## src/slt_defines.vh

```
`ifndef SLT_DEFINES_VH
`define SLT_DEFINES_VH
// ****************************************
// Register byte offsets
// ****************************************
`define SLT_OFS_CTRL 8'h00
`define SLT_OFS_STAT 8'h04
`define SLT_OFS_ECNT 8'h08
`define SLT_OFS_ISTS 8'h0c
`define SLT_OFS_IEN 8'h10
`define SLT_OFS_ICLR 8'h14
// ****************************************
// Control register fields
// ****************************************
`define SLT_CTRL_RXSEL 2:0
`define SLT_CTRL_TXSEL 6:4
`define SLT_CTRL_INH 8
`define SLT_CTRL_POL 9
`define SLT_CTRL_FERR 10
`define SLT_CTRL_CCLR 11
`define SLT_CTRL_RST 12'h000
// ****************************************
// Pattern select codes
// ****************************************
`define SLT_PAT_OFF 3'h0
`define SLT_PAT_P7 3'h1
`define SLT_PAT_P15 3'h2
`define SLT_PAT_P23 3'h3
`define SLT_PAT_P31 3'h4
// ****************************************
// Timing and sizes
// ****************************************
`define SLT_CLK_MHZ 100
`define SLT_RST_NS 100
`define SLT_FIFO_HALF 4'h4
`define SLT_SEED 31'h7fffffff
`endif

```

## src/slt_lane_ctrl.v

```verilog
`include "slt_defines.vh"
`default_nettype none
// Operation
// [RQ1] RX coding reset waits for user ready
// [RQ2] RX analog done low during analog reset
// [RQ3] Count clear zeroes checker error counter
// [RQ4] Pattern error output is not sticky
// [RQ5] RX select: off, PRBS 7/15/23/31
// [RQ6] Self-seeded checker, errors come in bursts
// [RQ7] RX done low on full reset, needs ready
// [RQ8] TX buffer error sticky until buffer reset
// [RQ9] TX buffer half-full status bit
// [RQ10] Inhibit forces positive 0, negative 1
// [RQ11] TX coding reset leaves analog alone
// [RQ12] TX analog reset resets both layers
// [RQ13] Polarity swaps positive and negative outputs
// [RQ14] Error inject only when generator on
// [RQ15] TX select: off, PRBS 7/15/23/31
// [RQ16] TX done low on full reset, needs ready
// [RQ17] Resets are requested high, start at release
module slt_lane_ctrl (
   // Clock and reset
   input wire clk_i,
   input wire rstn_i,
   // APB slave
   input wire psel_i,
   input wire penable_i,
   input wire pwrite_i,
   input wire [7:0] paddr_i,
   input wire [31:0] pwdata_i,
   output wire [31:0] prdata_o,
   output wire pready_o,
   output wire pslverr_o,
   output wire irq_o,
   // Asynchronous reset requests and ready levels
   input wire rx_full_reset_i,
   input wire rx_pcs_reset_i,
   input wire rx_pma_reset_i,
   input wire tx_full_reset_i,
   input wire tx_pcs_reset_i,
   input wire tx_pma_reset_i,
   input wire rx_user_rdy_i,
   input wire tx_user_rdy_i,
   // Reset completion
   output wire rx_pma_done_o,
   output wire rx_done_o,
   output wire tx_done_o,
   // Receive serial stream and checker status
   input wire rx_serial_i,
   output wire rx_pat_err_o,
   // Transmit words and serial pair
   input wire [7:0] tx_parallel_word_i,
   input wire tx_word_valid_i,
   output wire [1:0] tx_buf_status_o,
   output wire serial_out_pos_o,
   output wire serial_out_neg_o
);

   // ****************************************
   // Constants
   // ****************************************
   localparam integer RST_CYC_I = (`SLT_RST_NS * `SLT_CLK_MHZ + 999) / 1000;
   localparam [3:0] RST_CYC = RST_CYC_I[3:0]; // Least time rounds up

   // ****************************************
   // Functions
   // ****************************************
   // Feedback tap of the selected polynomial, zero when off
   function prbs_fb;
      input [30:0] s;
      input [2:0] sel;
      begin
         case (sel)
            `SLT_PAT_P7: prbs_fb = s[6] ^ s[5];
            `SLT_PAT_P15: prbs_fb = s[14] ^ s[13];
            `SLT_PAT_P23: prbs_fb = s[22] ^ s[17];
            `SLT_PAT_P31: prbs_fb = s[30] ^ s[27];
            default: prbs_fb = 1'b0;
         endcase
      end
   endfunction

   // ****************************************
   // Input synchronisers
   // ****************************************
   wire [8:0] async_in;
   reg [8:0] sync1_q; // First stage, read by second stage only
   reg [8:0] sync2_q; // Safe to use
   assign async_in = {rx_full_reset_i, rx_pcs_reset_i, rx_pma_reset_i,
                      tx_full_reset_i, tx_pcs_reset_i, tx_pma_reset_i,
                      rx_user_rdy_i, tx_user_rdy_i, rx_serial_i};

   // Two flops for every asynchronous pin input
   always @(posedge clk_i or negedge rstn_i) begin
      if (!rstn_i) begin
         sync1_q <= 9'h000;
         sync2_q <= 9'h000;
      end else begin
         sync1_q <= async_in;
         sync2_q <= sync1_q;
      end
   end

   wire rx_full_s = sync2_q[8];
   wire rx_pcs_s = sync2_q[7];
   wire rx_pma_s = sync2_q[6];
   wire tx_full_s = sync2_q[5];
   wire tx_pcs_s = sync2_q[4];
   wire tx_pma_s = sync2_q[3];
   wire rx_rdy_s = sync2_q[2];
   wire tx_rdy_s = sync2_q[1];
   wire rx_bit_s = sync2_q[0];

   // ****************************************
   // Register file state
   // ****************************************
   reg [11:0] ctrl_q; // Test controls
   reg [3:0] ists_q; // Sticky events
   reg [3:0] ien_q; // Event enables
   reg [31:0] prdata_q;
   reg pready_q;
   reg pslverr_q;
   reg irq_q;
   wire [2:0] rx_sel = ctrl_q[`SLT_CTRL_RXSEL];
   wire [2:0] tx_sel = ctrl_q[`SLT_CTRL_TXSEL];

   // ****************************************
   // Reset sequencing
   // ****************************************
   reg [3:0] rx_pma_cnt_q;
   reg [3:0] rx_pcs_cnt_q;
   reg rx_pcs_pend_q; // Released, waiting for ready
   reg [3:0] tx_pma_cnt_q;
   reg [3:0] tx_pcs_cnt_q;
   reg rx_pma_done_q;
   reg rx_done_q;
   reg tx_done_q;

   // Analog path covers full or analog request; coding path full or coding request, plus analog on TX
   wire rx_pma_req = rx_full_s | rx_pma_s;
   wire rx_pcs_req = rx_full_s | rx_pcs_s;
   wire tx_pma_req = tx_full_s | tx_pma_s;
   wire tx_pcs_req = tx_full_s | tx_pma_s | tx_pcs_s; // [RQ12]
   wire rx_pma_busy = rx_pma_req | (rx_pma_cnt_q != 4'h0);
   wire rx_pcs_busy = rx_pcs_req | rx_pcs_pend_q | (rx_pcs_cnt_q != 4'h0);
   wire tx_pma_busy = tx_pma_req | (tx_pma_cnt_q != 4'h0);
   wire tx_pcs_busy = tx_pcs_req | (tx_pcs_cnt_q != 4'h0);

   // Counters reload while held (RX coding counter at ready after release) and then count down
   always @(posedge clk_i or negedge rstn_i) begin
      if (!rstn_i) begin
         rx_pma_cnt_q <= 4'h0;
         rx_pcs_cnt_q <= 4'h0;
         rx_pcs_pend_q <= 1'b0;
         tx_pma_cnt_q <= 4'h0;
         tx_pcs_cnt_q <= 4'h0;
      end else begin
         // Sequence runs from the release of the request
         if (rx_pma_req) begin
            rx_pma_cnt_q <= RST_CYC; // [RQ17]
         end else if (rx_pma_cnt_q != 4'h0) begin
            rx_pma_cnt_q <= rx_pma_cnt_q - 4'h1;
         end
         // Coding reset held pending until user ready
         if (rx_pcs_req) begin
            rx_pcs_pend_q <= 1'b1;
         end else if (rx_pcs_pend_q && rx_rdy_s) begin
            rx_pcs_pend_q <= 1'b0; // [RQ1]
            rx_pcs_cnt_q <= RST_CYC; // [RQ1]
         end else if (rx_pcs_cnt_q != 4'h0) begin
            rx_pcs_cnt_q <= rx_pcs_cnt_q - 4'h1;
         end
         // Coding-only request never touches the analog counter
         if (tx_pma_req) begin
            tx_pma_cnt_q <= RST_CYC; // [RQ11]
         end else if (tx_pma_cnt_q != 4'h0) begin
            tx_pma_cnt_q <= tx_pma_cnt_q - 4'h1;
         end
         if (tx_pcs_req) begin
            tx_pcs_cnt_q <= RST_CYC; // [RQ12]
         end else if (tx_pcs_cnt_q != 4'h0) begin
            tx_pcs_cnt_q <= tx_pcs_cnt_q - 4'h1;
         end
      end
   end

   // Completion flags
   always @(posedge clk_i or negedge rstn_i) begin
      if (!rstn_i) begin
         rx_pma_done_q <= 1'b0;
         rx_done_q <= 1'b0;
         tx_done_q <= 1'b0;
      end else begin
         rx_pma_done_q <= ~rx_pma_busy; // [RQ2]
         if (rx_full_s) begin
            rx_done_q <= 1'b0; // [RQ7]
         end else if (!rx_pma_busy && !rx_pcs_busy && rx_rdy_s) begin
            rx_done_q <= 1'b1; // [RQ7]
         end
         if (tx_full_s) begin
            tx_done_q <= 1'b0; // [RQ16]
         end else if (!tx_pma_busy && !tx_pcs_busy && tx_rdy_s) begin
            tx_done_q <= 1'b1; // [RQ16]
         end
      end
   end

   // ****************************************
   // Transmit FIFO and serializer
   // ****************************************
   reg [7:0] fifo_q [0:7]; // Word storage
   reg [2:0] wr_ptr_q;
   reg [2:0] rd_ptr_q;
   reg [3:0] fill_q;
   reg [7:0] shift_q; // Word being sent, msb first
   reg [2:0] bit_cnt_q;
   reg buf_err_q;
   reg half_q;
   wire fifo_full = fill_q[3];
   wire fifo_empty = (fill_q == 4'h0);
   wire need_word = (bit_cnt_q == 3'h0) && (tx_sel == `SLT_PAT_OFF);
   wire do_pop = need_word && !fifo_empty;
   wire do_push = tx_word_valid_i && !fifo_full;
   // Overrun drops the word; underrun sends zeros
   wire buf_fault = (tx_word_valid_i && fifo_full) || (need_word && fifo_empty);
   integer k;

   // Buffer is emptied by any TX coding-layer reset
   always @(posedge clk_i or negedge rstn_i) begin
      if (!rstn_i) begin
         wr_ptr_q <= 3'h0;
         rd_ptr_q <= 3'h0;
         fill_q <= 4'h0;
         shift_q <= 8'h00;
         bit_cnt_q <= 3'h0;
         buf_err_q <= 1'b0;
         half_q <= 1'b0;
         for (k = 0; k < 8; k = k + 1) begin
            fifo_q[k] <= 8'h00;
         end
      end else if (tx_pcs_busy) begin
         wr_ptr_q <= 3'h0;
         rd_ptr_q <= 3'h0;
         fill_q <= 4'h0;
         bit_cnt_q <= 3'h0;
         buf_err_q <= 1'b0; // [RQ8]
         half_q <= 1'b0;
      end else begin
         if (do_push) begin
            fifo_q[wr_ptr_q] <= tx_parallel_word_i;
            wr_ptr_q <= wr_ptr_q + 3'h1;
         end
         if (do_pop) begin
            rd_ptr_q <= rd_ptr_q + 3'h1;
            shift_q <= fifo_q[rd_ptr_q];
         end else begin
            shift_q <= {shift_q[6:0], 1'b0};
         end
         fill_q <= fill_q + {3'h0, do_push} - {3'h0, do_pop};
         bit_cnt_q <= bit_cnt_q + 3'h1;
         if (buf_fault) begin
            buf_err_q <= 1'b1; // [RQ8]
         end
         half_q <= ((fill_q + {3'h0, do_push} - {3'h0, do_pop}) >= `SLT_FIFO_HALF); // [RQ9]
      end
   end

   // ****************************************
   // Pattern generator and line driver
   // ****************************************
   reg [30:0] gen_q;
   reg pos_q;
   reg neg_q;
   wire gen_bit = prbs_fb(gen_q, tx_sel); // [RQ15]
   // Injection flips the line bit but not the generator state
   wire tx_bit = (tx_sel != `SLT_PAT_OFF) ?
                 (gen_bit ^ ctrl_q[`SLT_CTRL_FERR]) : shift_q[7]; // [RQ14]
   wire line_bit = tx_bit ^ ctrl_q[`SLT_CTRL_POL]; // [RQ13]

   // Generator parks at seed on coding reset and while off
   // Parking matters: shifting zeros while off would lock the register at zero
   always @(posedge clk_i or negedge rstn_i) begin
      if (!rstn_i) begin
         gen_q <= `SLT_SEED;
         pos_q <= 1'b0;
         neg_q <= 1'b1;
      end else begin
         if (tx_pcs_busy || (tx_sel == `SLT_PAT_OFF)) begin
            gen_q <= `SLT_SEED; // [RQ15]
         end else begin
            gen_q <= {gen_q[29:0], gen_bit};
         end
         // Analog reset idles the pair like inhibit
         if (ctrl_q[`SLT_CTRL_INH] || tx_pma_busy) begin
            pos_q <= 1'b0; // [RQ10]
            neg_q <= 1'b1; // [RQ10]
         end else begin
            pos_q <= line_bit; // [RQ13]
            neg_q <= ~line_bit; // [RQ13]
         end
      end
   end

   // ****************************************
   // Pattern checker
   // ****************************************
   reg [30:0] chk_q; // Last received bits
   reg err_q;
   reg [15:0] ecnt_q;
   // Expected bit comes from received history, not a local seed
   wire chk_on = (rx_sel != `SLT_PAT_OFF) && !rx_pcs_busy; // [RQ5]
   wire mism = chk_on && (rx_bit_s ^ prbs_fb(chk_q, rx_sel)); // [RQ6]

   // Error flag follows each bit, counter saturates
   always @(posedge clk_i or negedge rstn_i) begin
      if (!rstn_i) begin
         chk_q <= 31'h00000000;
         err_q <= 1'b0;
         ecnt_q <= 16'h0000;
      end else begin
         chk_q <= {chk_q[29:0], rx_bit_s}; // [RQ6]
         err_q <= mism; // [RQ4]
         if (ctrl_q[`SLT_CTRL_CCLR] || rx_pcs_busy) begin
            ecnt_q <= 16'h0000; // [RQ3]
         end else if (mism && (ecnt_q != 16'hffff)) begin
            ecnt_q <= ecnt_q + 16'h0001;
         end
      end
   end

   // ****************************************
   // APB slave and interrupts
   // ****************************************
   wire acc = psel_i && penable_i && !pready_q; // Access first cycle
   wire done = psel_i && penable_i && pready_q; // Transfer edge
   wire wr = done && pwrite_i;
   reg rx_done_d1_q;
   reg tx_done_d1_q;
   reg buf_err_d1_q;
   // Events: pattern error, buffer fault, RX done rise, TX done rise
   wire [3:0] ev = {tx_done_q & ~tx_done_d1_q, rx_done_q & ~rx_done_d1_q,
                    buf_err_q & ~buf_err_d1_q, err_q};
   wire [3:0] ists_d = (ists_q & ~((wr && paddr_i == `SLT_OFS_ICLR) ?
                        pwdata_i[3:0] : 4'h0)) | ev; // Set beats clear
   reg [31:0] rd_mux;
   reg hit;

   // Read decode
   always @* begin
      rd_mux = 32'h00000000;
      hit = 1'b1;
      case (paddr_i)
         `SLT_OFS_CTRL: rd_mux = {20'h00000, ctrl_q};
         `SLT_OFS_STAT: rd_mux = {26'h0000000, buf_err_q,
                                  half_q, err_q, tx_done_q, rx_done_q,
                                  rx_pma_done_q};
         `SLT_OFS_ECNT: rd_mux = {16'h0000, ecnt_q};
         `SLT_OFS_ISTS: rd_mux = {28'h0000000, ists_q};
         `SLT_OFS_IEN: rd_mux = {28'h0000000, ien_q};
         `SLT_OFS_ICLR: rd_mux = 32'h00000000; // Write-only
         default: hit = 1'b0;
      endcase
   end

   // One wait state, then answer and write at the same edge
   always @(posedge clk_i or negedge rstn_i) begin
      if (!rstn_i) begin
         ctrl_q <= `SLT_CTRL_RST;
         ists_q <= 4'h0;
         ien_q <= 4'h0;
         prdata_q <= 32'h00000000;
         pready_q <= 1'b0;
         pslverr_q <= 1'b0;
         irq_q <= 1'b0;
         rx_done_d1_q <= 1'b0;
         tx_done_d1_q <= 1'b0;
         buf_err_d1_q <= 1'b0;
      end else begin
         pready_q <= acc;
         // Error stands only beside ready, never beyond it
         pslverr_q <= acc && !hit;
         if (acc) begin
            prdata_q <= pwrite_i ? 32'h00000000 : rd_mux;
         end
         if (wr && paddr_i == `SLT_OFS_CTRL) begin
            ctrl_q <= pwdata_i[11:0];
         end
         if (wr && paddr_i == `SLT_OFS_IEN) begin
            ien_q <= pwdata_i[3:0];
         end
         ists_q <= ists_d;
         irq_q <= |(ists_d & ien_q);
         rx_done_d1_q <= rx_done_q;
         tx_done_d1_q <= tx_done_q;
         buf_err_d1_q <= buf_err_q;
      end
   end

   // ****************************************
   // Outputs
   // ****************************************
   assign prdata_o = prdata_q;
   assign pready_o = pready_q;
   assign pslverr_o = pslverr_q;
   assign irq_o = irq_q;
   assign rx_pma_done_o = rx_pma_done_q;
   assign rx_done_o = rx_done_q;
   assign tx_done_o = tx_done_q;
   assign rx_pat_err_o = err_q;
   assign tx_buf_status_o = {buf_err_q, half_q};
   assign serial_out_pos_o = pos_q;
   assign serial_out_neg_o = neg_q;

endmodule // slt_lane_ctrl
`default_nettype wire

```

## config.mk

```make
export PLATFORM = sky130hd
export DESIGN_NAME = slt_lane_ctrl
export DESIGN_NICKNAME = d
export VERILOG_FILES = /design/src/slt_lane_ctrl.v
export VERILOG_INCLUDE_DIRS = /design/src
export SDC_FILE = /design/constraint.sdc
export NUM_CORES = 1
export LEC_CHECK = 0
export BUFFER_PORTS_ARGS = -buffer_cell sky130_fd_sc_hd__buf_2
export CORE_MARGIN = 2
export CORE_UTILIZATION = 45
export CTS_CLUSTER_DIAMETER = 100
export CTS_CLUSTER_SIZE = 14
export DETAILED_ROUTE_END_ITERATION = 8
export GPL_TIMING_DRIVEN = 0
export PLACE_DENSITY_LB_ADDON = 0.15
export SLEW_MARGIN = 20
export SYNTH_ARGS = -nofsm -noshare
export SYNTH_HDL_FRONTEND = slang
export SYNTH_SLANG_ARGS = --single-unit
```

## constraint.sdc

```tcl
create_clock -name clk_i -period 2.7 [get_ports clk_i]
set_clock_uncertainty 0.1 [all_clocks]
set_input_delay 0.135 -clock clk_i [delete_from_list [all_inputs] [get_ports clk_i]]
set_output_delay 0.135 -clock clk_i [all_outputs]
set_load 0.005 [all_outputs]
```

; Word level (Yosys, flattened, before mapping)
; Index checks and enable logic that the tools add are counted.
; Widths: inputs -> output; s select.
[totals]
ff_bits = 264
in_bits = 63
out_inout_bits = 43
wordCells = 206
[classes]
addsub = 10
n_lt_le_gt_ge = 4
n_eq_ne = 14
mux = 42
bitwise_logic = 36
n_reduce_logical = 59
[ops]
columns = operator, count
row1 = $pmux 16 s5, 1
row2 = $bwmux 64, 1
row3 = $mux 4, 10
row4 = $mux 16, 2
row5 = $mux 32, 1
row6 = $mux 8, 4
row7 = $mux 31, 1
row8 = $bmux 8 s3, 1
row9 = $demux 8 s3, 1
row10 = $logic_and 1x1->1, 22
row11 = $reduce_bool 2->1, 11
row12 = $add 16x1->16 const B, 1
row13 = $eq 8x4->1 const B, 2
row14 = $eq 8x5->1 const B, 2
row15 = $ne 16x16->1 const B, 1
row16 = $reduce_bool 4->1, 4
row17 = $sub 4x1->4 const B, 4
row18 = $mux 3, 5
row19 = $mux 1, 13
row20 = $eq 3x2->1 const B, 4
row21 = $xor 1x1->1, 11
row22 = $add 3x1->3 const B, 3
row23 = $or 1x1->1, 9
row24 = $and 4x4->4, 2
row25 = 23 further kinds, 49

; Logic depth before layout (Yosys ltp)
[depth]
word_depth = 10
mapped_depth = 11
depth_no_buf = 10

; Worst setup path after synthesis
; Ideal clock, no wire load.
[synth_timing]
path_type = register to register
startpoint = register ctrl_q[5]
endpoint = register half_q
setup_ps = 136
arrival_ps = 2240
required_time_ps = 2464
slack_ps = 224
path_stages_with_launch = 10
n_path_buf = 1
period_less_slack_ps = 2476
path_cell_list = dfrtp_1 -> or3_1 -> nor4b_1 -> buf_2 -> nand2_1 -> ha_1 -> a21o_1 -> a21oi_1 -> xnor2_1 -> a21oi_1
[synth_between]
elab_chain_cells = 6
[synth_lines]
columns = item, line
row1 = start: declaration, slt_lane_ctrl.v:117  ; reg [11:0] ctrl_q;
row2 = start signal: assignment, slt_lane_ctrl.v:368  ; ctrl_q <= `SLT_CTRL_RST;
row3 = start signal: assignment, slt_lane_ctrl.v:386  ; ctrl_q <= pwdata_i[11:0];
row4 = $logic_not 3->1 (no line), -
row5 = $logic_and 1x1->1, slt_lane_ctrl.v:221  ; wire need_word = (bit_cnt_q == 3'h0) && (tx_sel == `SLT_PAT_OFF);
row6 = $logic_and 1x1->1, slt_lane_ctrl.v:222  ; wire do_pop = need_word && !fifo_empty;
row7 = $sub 4x1->4, slt_lane_ctrl.v:264  ; half_q <= ((fill_q + {3'h0, do_push} - {3'h0, do_pop}) >= `SLT_FIFO_HALF);
row8 = $ge 4x3->1 (no line), -
row9 = $mux 1, slt_lane_ctrl.v:241  ; end else if (tx_pcs_busy) begin
row10 = end signal: assignment, slt_lane_ctrl.v:264
row11 = end: declaration, slt_lane_ctrl.v:218  ; reg half_q;
; No other way between the ends.
; A chain may end at the register's enable or synchronous reset.

; Worst setup path in the final report
[layout_timing]
startpoint = register tx_pcs_cnt_q[0]
endpoint = register fifo_q[6] (netlist bit)
[layout_between]
elab_chain_cells = 4
[layout_lines]
columns = item, line
row1 = start: declaration, slt_lane_ctrl.v:134  ; reg [3:0] tx_pcs_cnt_q;
row2 = start signal: assignment, slt_lane_ctrl.v:182  ; tx_pcs_cnt_q <= tx_pcs_cnt_q - 4'h1;
row3 = $reduce_bool 4->1, slt_lane_ctrl.v:147  ; wire tx_pcs_busy = tx_pcs_req | (tx_pcs_cnt_q != 4'h0);
row4 = $or 1x1->1, slt_lane_ctrl.v:147
row5 = $not 1->1 (no line), -
row6 = $reduce_and 2->1 (no line), -
row7 = end signal: indexed assignment, slt_lane_ctrl.v:250  ; fifo_q[wr_ptr_q] <= tx_parallel_word_i;
row8 = end: declaration, slt_lane_ctrl.v:211  ; reg [7:0] fifo_q [0:7];
; No other way between the ends.

==> impl_metrics.yaml <==
outcome:
  outcome: "completed"
setup_path:
  timing.rr.end: "fifo_q[6]"
  cp-end-kind: "flip-flop"
  rr_worst_depth: 7
  cp-startpoint: "tx_pcs_cnt_q[0]"
  critPathMaxStageDelay_ps: 530
  r2r_start: "tx_pcs_cnt_q[0]"
  crit_type: "reg -> reg"
  crit_required_ps: 3000
  crit_slowest_cell: "nor2_2"
  crit_chain: "inv_1 > ha_1 > nand2b_1 > nor3_4 > nand3_4 > nor2_2 > mux2_2"
  cp.arrival_ps: 2880
  rrSetupSlack_ps: 110
  crit_path_max_fanout: 8
  endpoint: "fifo_q[6]"
  start_kind: "flip-flop"
synth:
  postSynth.asyncResetShare: 1.00
  synth_area_per_cell_sq_um: 12.7
  synthCells: 828
  synth_edf_count: 0
  ys.flop_type: "dfrtp_1"
  syn-cell-area_sq_um: 10500
  yosysWarnings: 0
  synth_cell_types: 65
  ys_ff_latch: 248
  ys_seq_area_frac: 0.594
timing:
  hold_violations: 0
  setup_violations: 0
  tightest_slew_ps: 825
  report.final.slew_viol_count: 0
  max_freq_ghz: 0.387
  timing.final.crit_share: 0.958
  fin_crit_ps: 2590
  rsz0062_at_grt: "true"
  max_slew_margin: 0.450
placed_design:
  place.detailed.hpwl_mm: 14.1
  placed_cell_area_sq_um: 11400
  gp_congestion: 0.808
  numPortBuffers: 68
cells_and_area:
  area_delta_synth_final_pct: 18.1
  finalInstanceArea_sq_um: 12400
  layout_common_cells: "215 x dfrtp_1, 82 x mux2_2, 70 x buf_2, 57 x nand2_1"
  num_antenna_cells: 0
  final_common_cell: "dfrtp_1"
  drive_gt1_frac: 0.286
  fin_nets: 1055
route:
  antenna_left: 0
  first_pass_iters: 4
  drtIter0Drc: 278
  via_per_inst: 5.12
  wl_mm: 21.1
  drc: 0
  wl_per_cell_microns: 16.3
  via_count: 6631
clock_tree:
  cts.htree.levels: 1
  clock-sinks: 248
  clkTransAtPathRegs_ps: 60
  cts_buffers: 21
  cts_tree: "yes"
  clk_latency_ps: 520
  cts_root_buffer: "clkbuf_16"
  clockBufferDepth: 3
grt:
  antenna_found_initial: 0
  grt-ovfl-total: 0
  track_usage: 0.179
  grt_max_degree: 76
  grt_pass1_vias: 6792
  grt_first_pass_wirelength_mm: 35.1
floorplan:
  start_util: 0.462
  die_h_microns: 157
  die-area_sq_um: 24600
  io_pins: 106
  num_rows: 55
  core_sq_um: 22800
  die_w_microns: 157
power:
  p_per_area_nw_per_um2: 561
  ir_drop_uv: 677
  power.leakage_nw: 5.52
  p_total_mw: 6.97
job:
  cap_viol_max_count: 0
hold_path:
  hold_class: "in -> async"
==> cell type report <==
| cell class | instances | area (sq um) |
|---|---|---|
| buffer | 50 | 275 |
| clock buffer | 30 | 581 |
| clock inverter | 1 | 8.76 |
| fill | 1967 | 10400 |
| inverter | 23 | 86.3 |
| multi-input combinational | 522 | 4010 |
| sequential | 248 | 6250 |
| tap | 313 | 392 |
| timing repair buffer | 109 | 823 |
==> cell usage after synthesis, types with 2 or more instances <==
cell / n / area share
dfrtp_1: 216 / 0.51
mux2_2: 82 / 0.088
nand2_1: 59 / 0.021
or3_1: 45 / 0.027
o21ai_0: 44 / 0.021
nor2_1: 36 / 0.013
dfstp_2: 32 / 0.080
a21oi_1: 24 / 0.011
clkbuf_1: 23 / 0.0082
inv_1: 23 / 0.0082
buf_4: 19 / 0.014
nand3_1: 18 / 0.0086
nor3_1: 18 / 0.0086
mux2i_1: 17 / 0.016
ha_1: 16 / 0.019
mux4_2: 16 / 0.034
xnor2_1: 14 / 0.012
nand4_1: 10 / 0.0059
a22oi_1: 9 / 0.0064
xor2_1: 9 / 0.0075
nand2b_1: 7 / 0.0042
a22o_1: 6 / 0.0050
a31oi_1: 6 / 0.0036
nand3b_1: 6 / 0.0043
nor2b_1: 6 / 0.0036
and2_1: 4 / 0.0024
buf_2: 4 / 0.0019
and3_1: 3 / 0.0018
and4_1: 3 / 0.0025
buf_1: 3 / 0.0011
nor3b_1: 3 / 0.0021
o22ai_1: 3 / 0.0018
a211o_1: 2 / 0.0017
a21o_1: 2 / 0.0014
a32o_1: 2 / 0.0019
a32oi_1: 2 / 0.0017
nand3b_2: 2 / 0.0021
nor3_2: 2 / 0.0019
nor3b_2: 2 / 0.0024
nor3b_4: 2 / 0.0036
nor4_2: 2 / 0.0024
o211ai_1: 2 / 0.0014
or2_2: 2 / 0.0012
==> sequential cells by signal (all words and copies together), names as in the netlist, 8 cells and up <==
register,cells
fifo_q,64
sync1_q,9
ecnt_q,16
prdata_o,16
sync2_q,9
ctrl_q,12
chk_q,31
shift_q,8
gen_q,31
==> per-stage QoR <==
step                      TNS, ps  hold WS, ps  std cells  utilization  setup WS, ps
after global routing            0         40.6       1296        0.545          4.70
after global placement    -715000          144       1224        0.497         -3100
after floorplan                 0         -261        843            -           224
after detailed placement     -644        -52.6       1227        0.501          -123
after CTS                       0         14.2       1290        0.541          9.51
final                           0         16.3       1296        0.545           114
==> cells by family after synthesis <==
| kind of cell | Yosys count | synth area share |
|---|---|---|
| AOI/OAI and AO/OA | 112 | 0.0654 |
| adders and majority gates | 17 | 0.0209 |
| DFF | 248 | 0.594 |
| muxes | 115 | 0.138 |
| other | 1 | 0.000356 |
| and+or+nand+nor | 239 | 0.128 |
| xor gates and xnor gates | 23 | 0.0191 |
| buffers and inverters | 73 | 0.0340 |
==> worst min path at each step <==
stage          depth (start not counted)               to          start
2_1_floorplan                          0     bit_cnt_q[0]         rstn_i
3_3_place_gp                           1       sync1_q[1]  tx_user_rdy_i
3_5_place_dp                           1  rx_pma_cnt_q[0]         rstn_i
4_1_cts                                2  rx_pma_cnt_q[0]         rstn_i
5_1_grt                                2  rx_pma_cnt_q[0]         rstn_i
6_report                               2  rx_pma_cnt_q[0]         rstn_i
==> worst max-delay path: cells and delay by family, from the launching register on <==
kind                     cells  cell delay (ps)
AND/OR/NAND/NOR              4             1290
adder cells (fa/ha/maj)      1              190
multiplexers                 1              400
flip-flops                   1              370
buffers and inverters        1              110
==> what timing repair did <==
item	in CTS	in global routing
hold buffers	32	0
gates resized for setup	2	9
setup buffers	0	6
pin swaps	1	3
hold endpoints to repair	250	0
setup endpoints to repair	12	67
==> power by group <==
group / switching (mW) / internal, mW / total, mW
clock: 1.29 / 1.49 / 2.78
sequential: 0.0511 / 3.79 / 3.84
combinational: 0.198 / 0.150 / 0.348
==> metal layers <==
layer,GRT usage,vias to the layer above,routed length [microns]
met5,0,-,0
met4,0.0433,0,410
met3,0.0248,32,715
met2,0.298,112,10100
met1,0.250,3298,9890
li1,-,3189,-
Note: power is estimated with default switching activity, not from simulation.
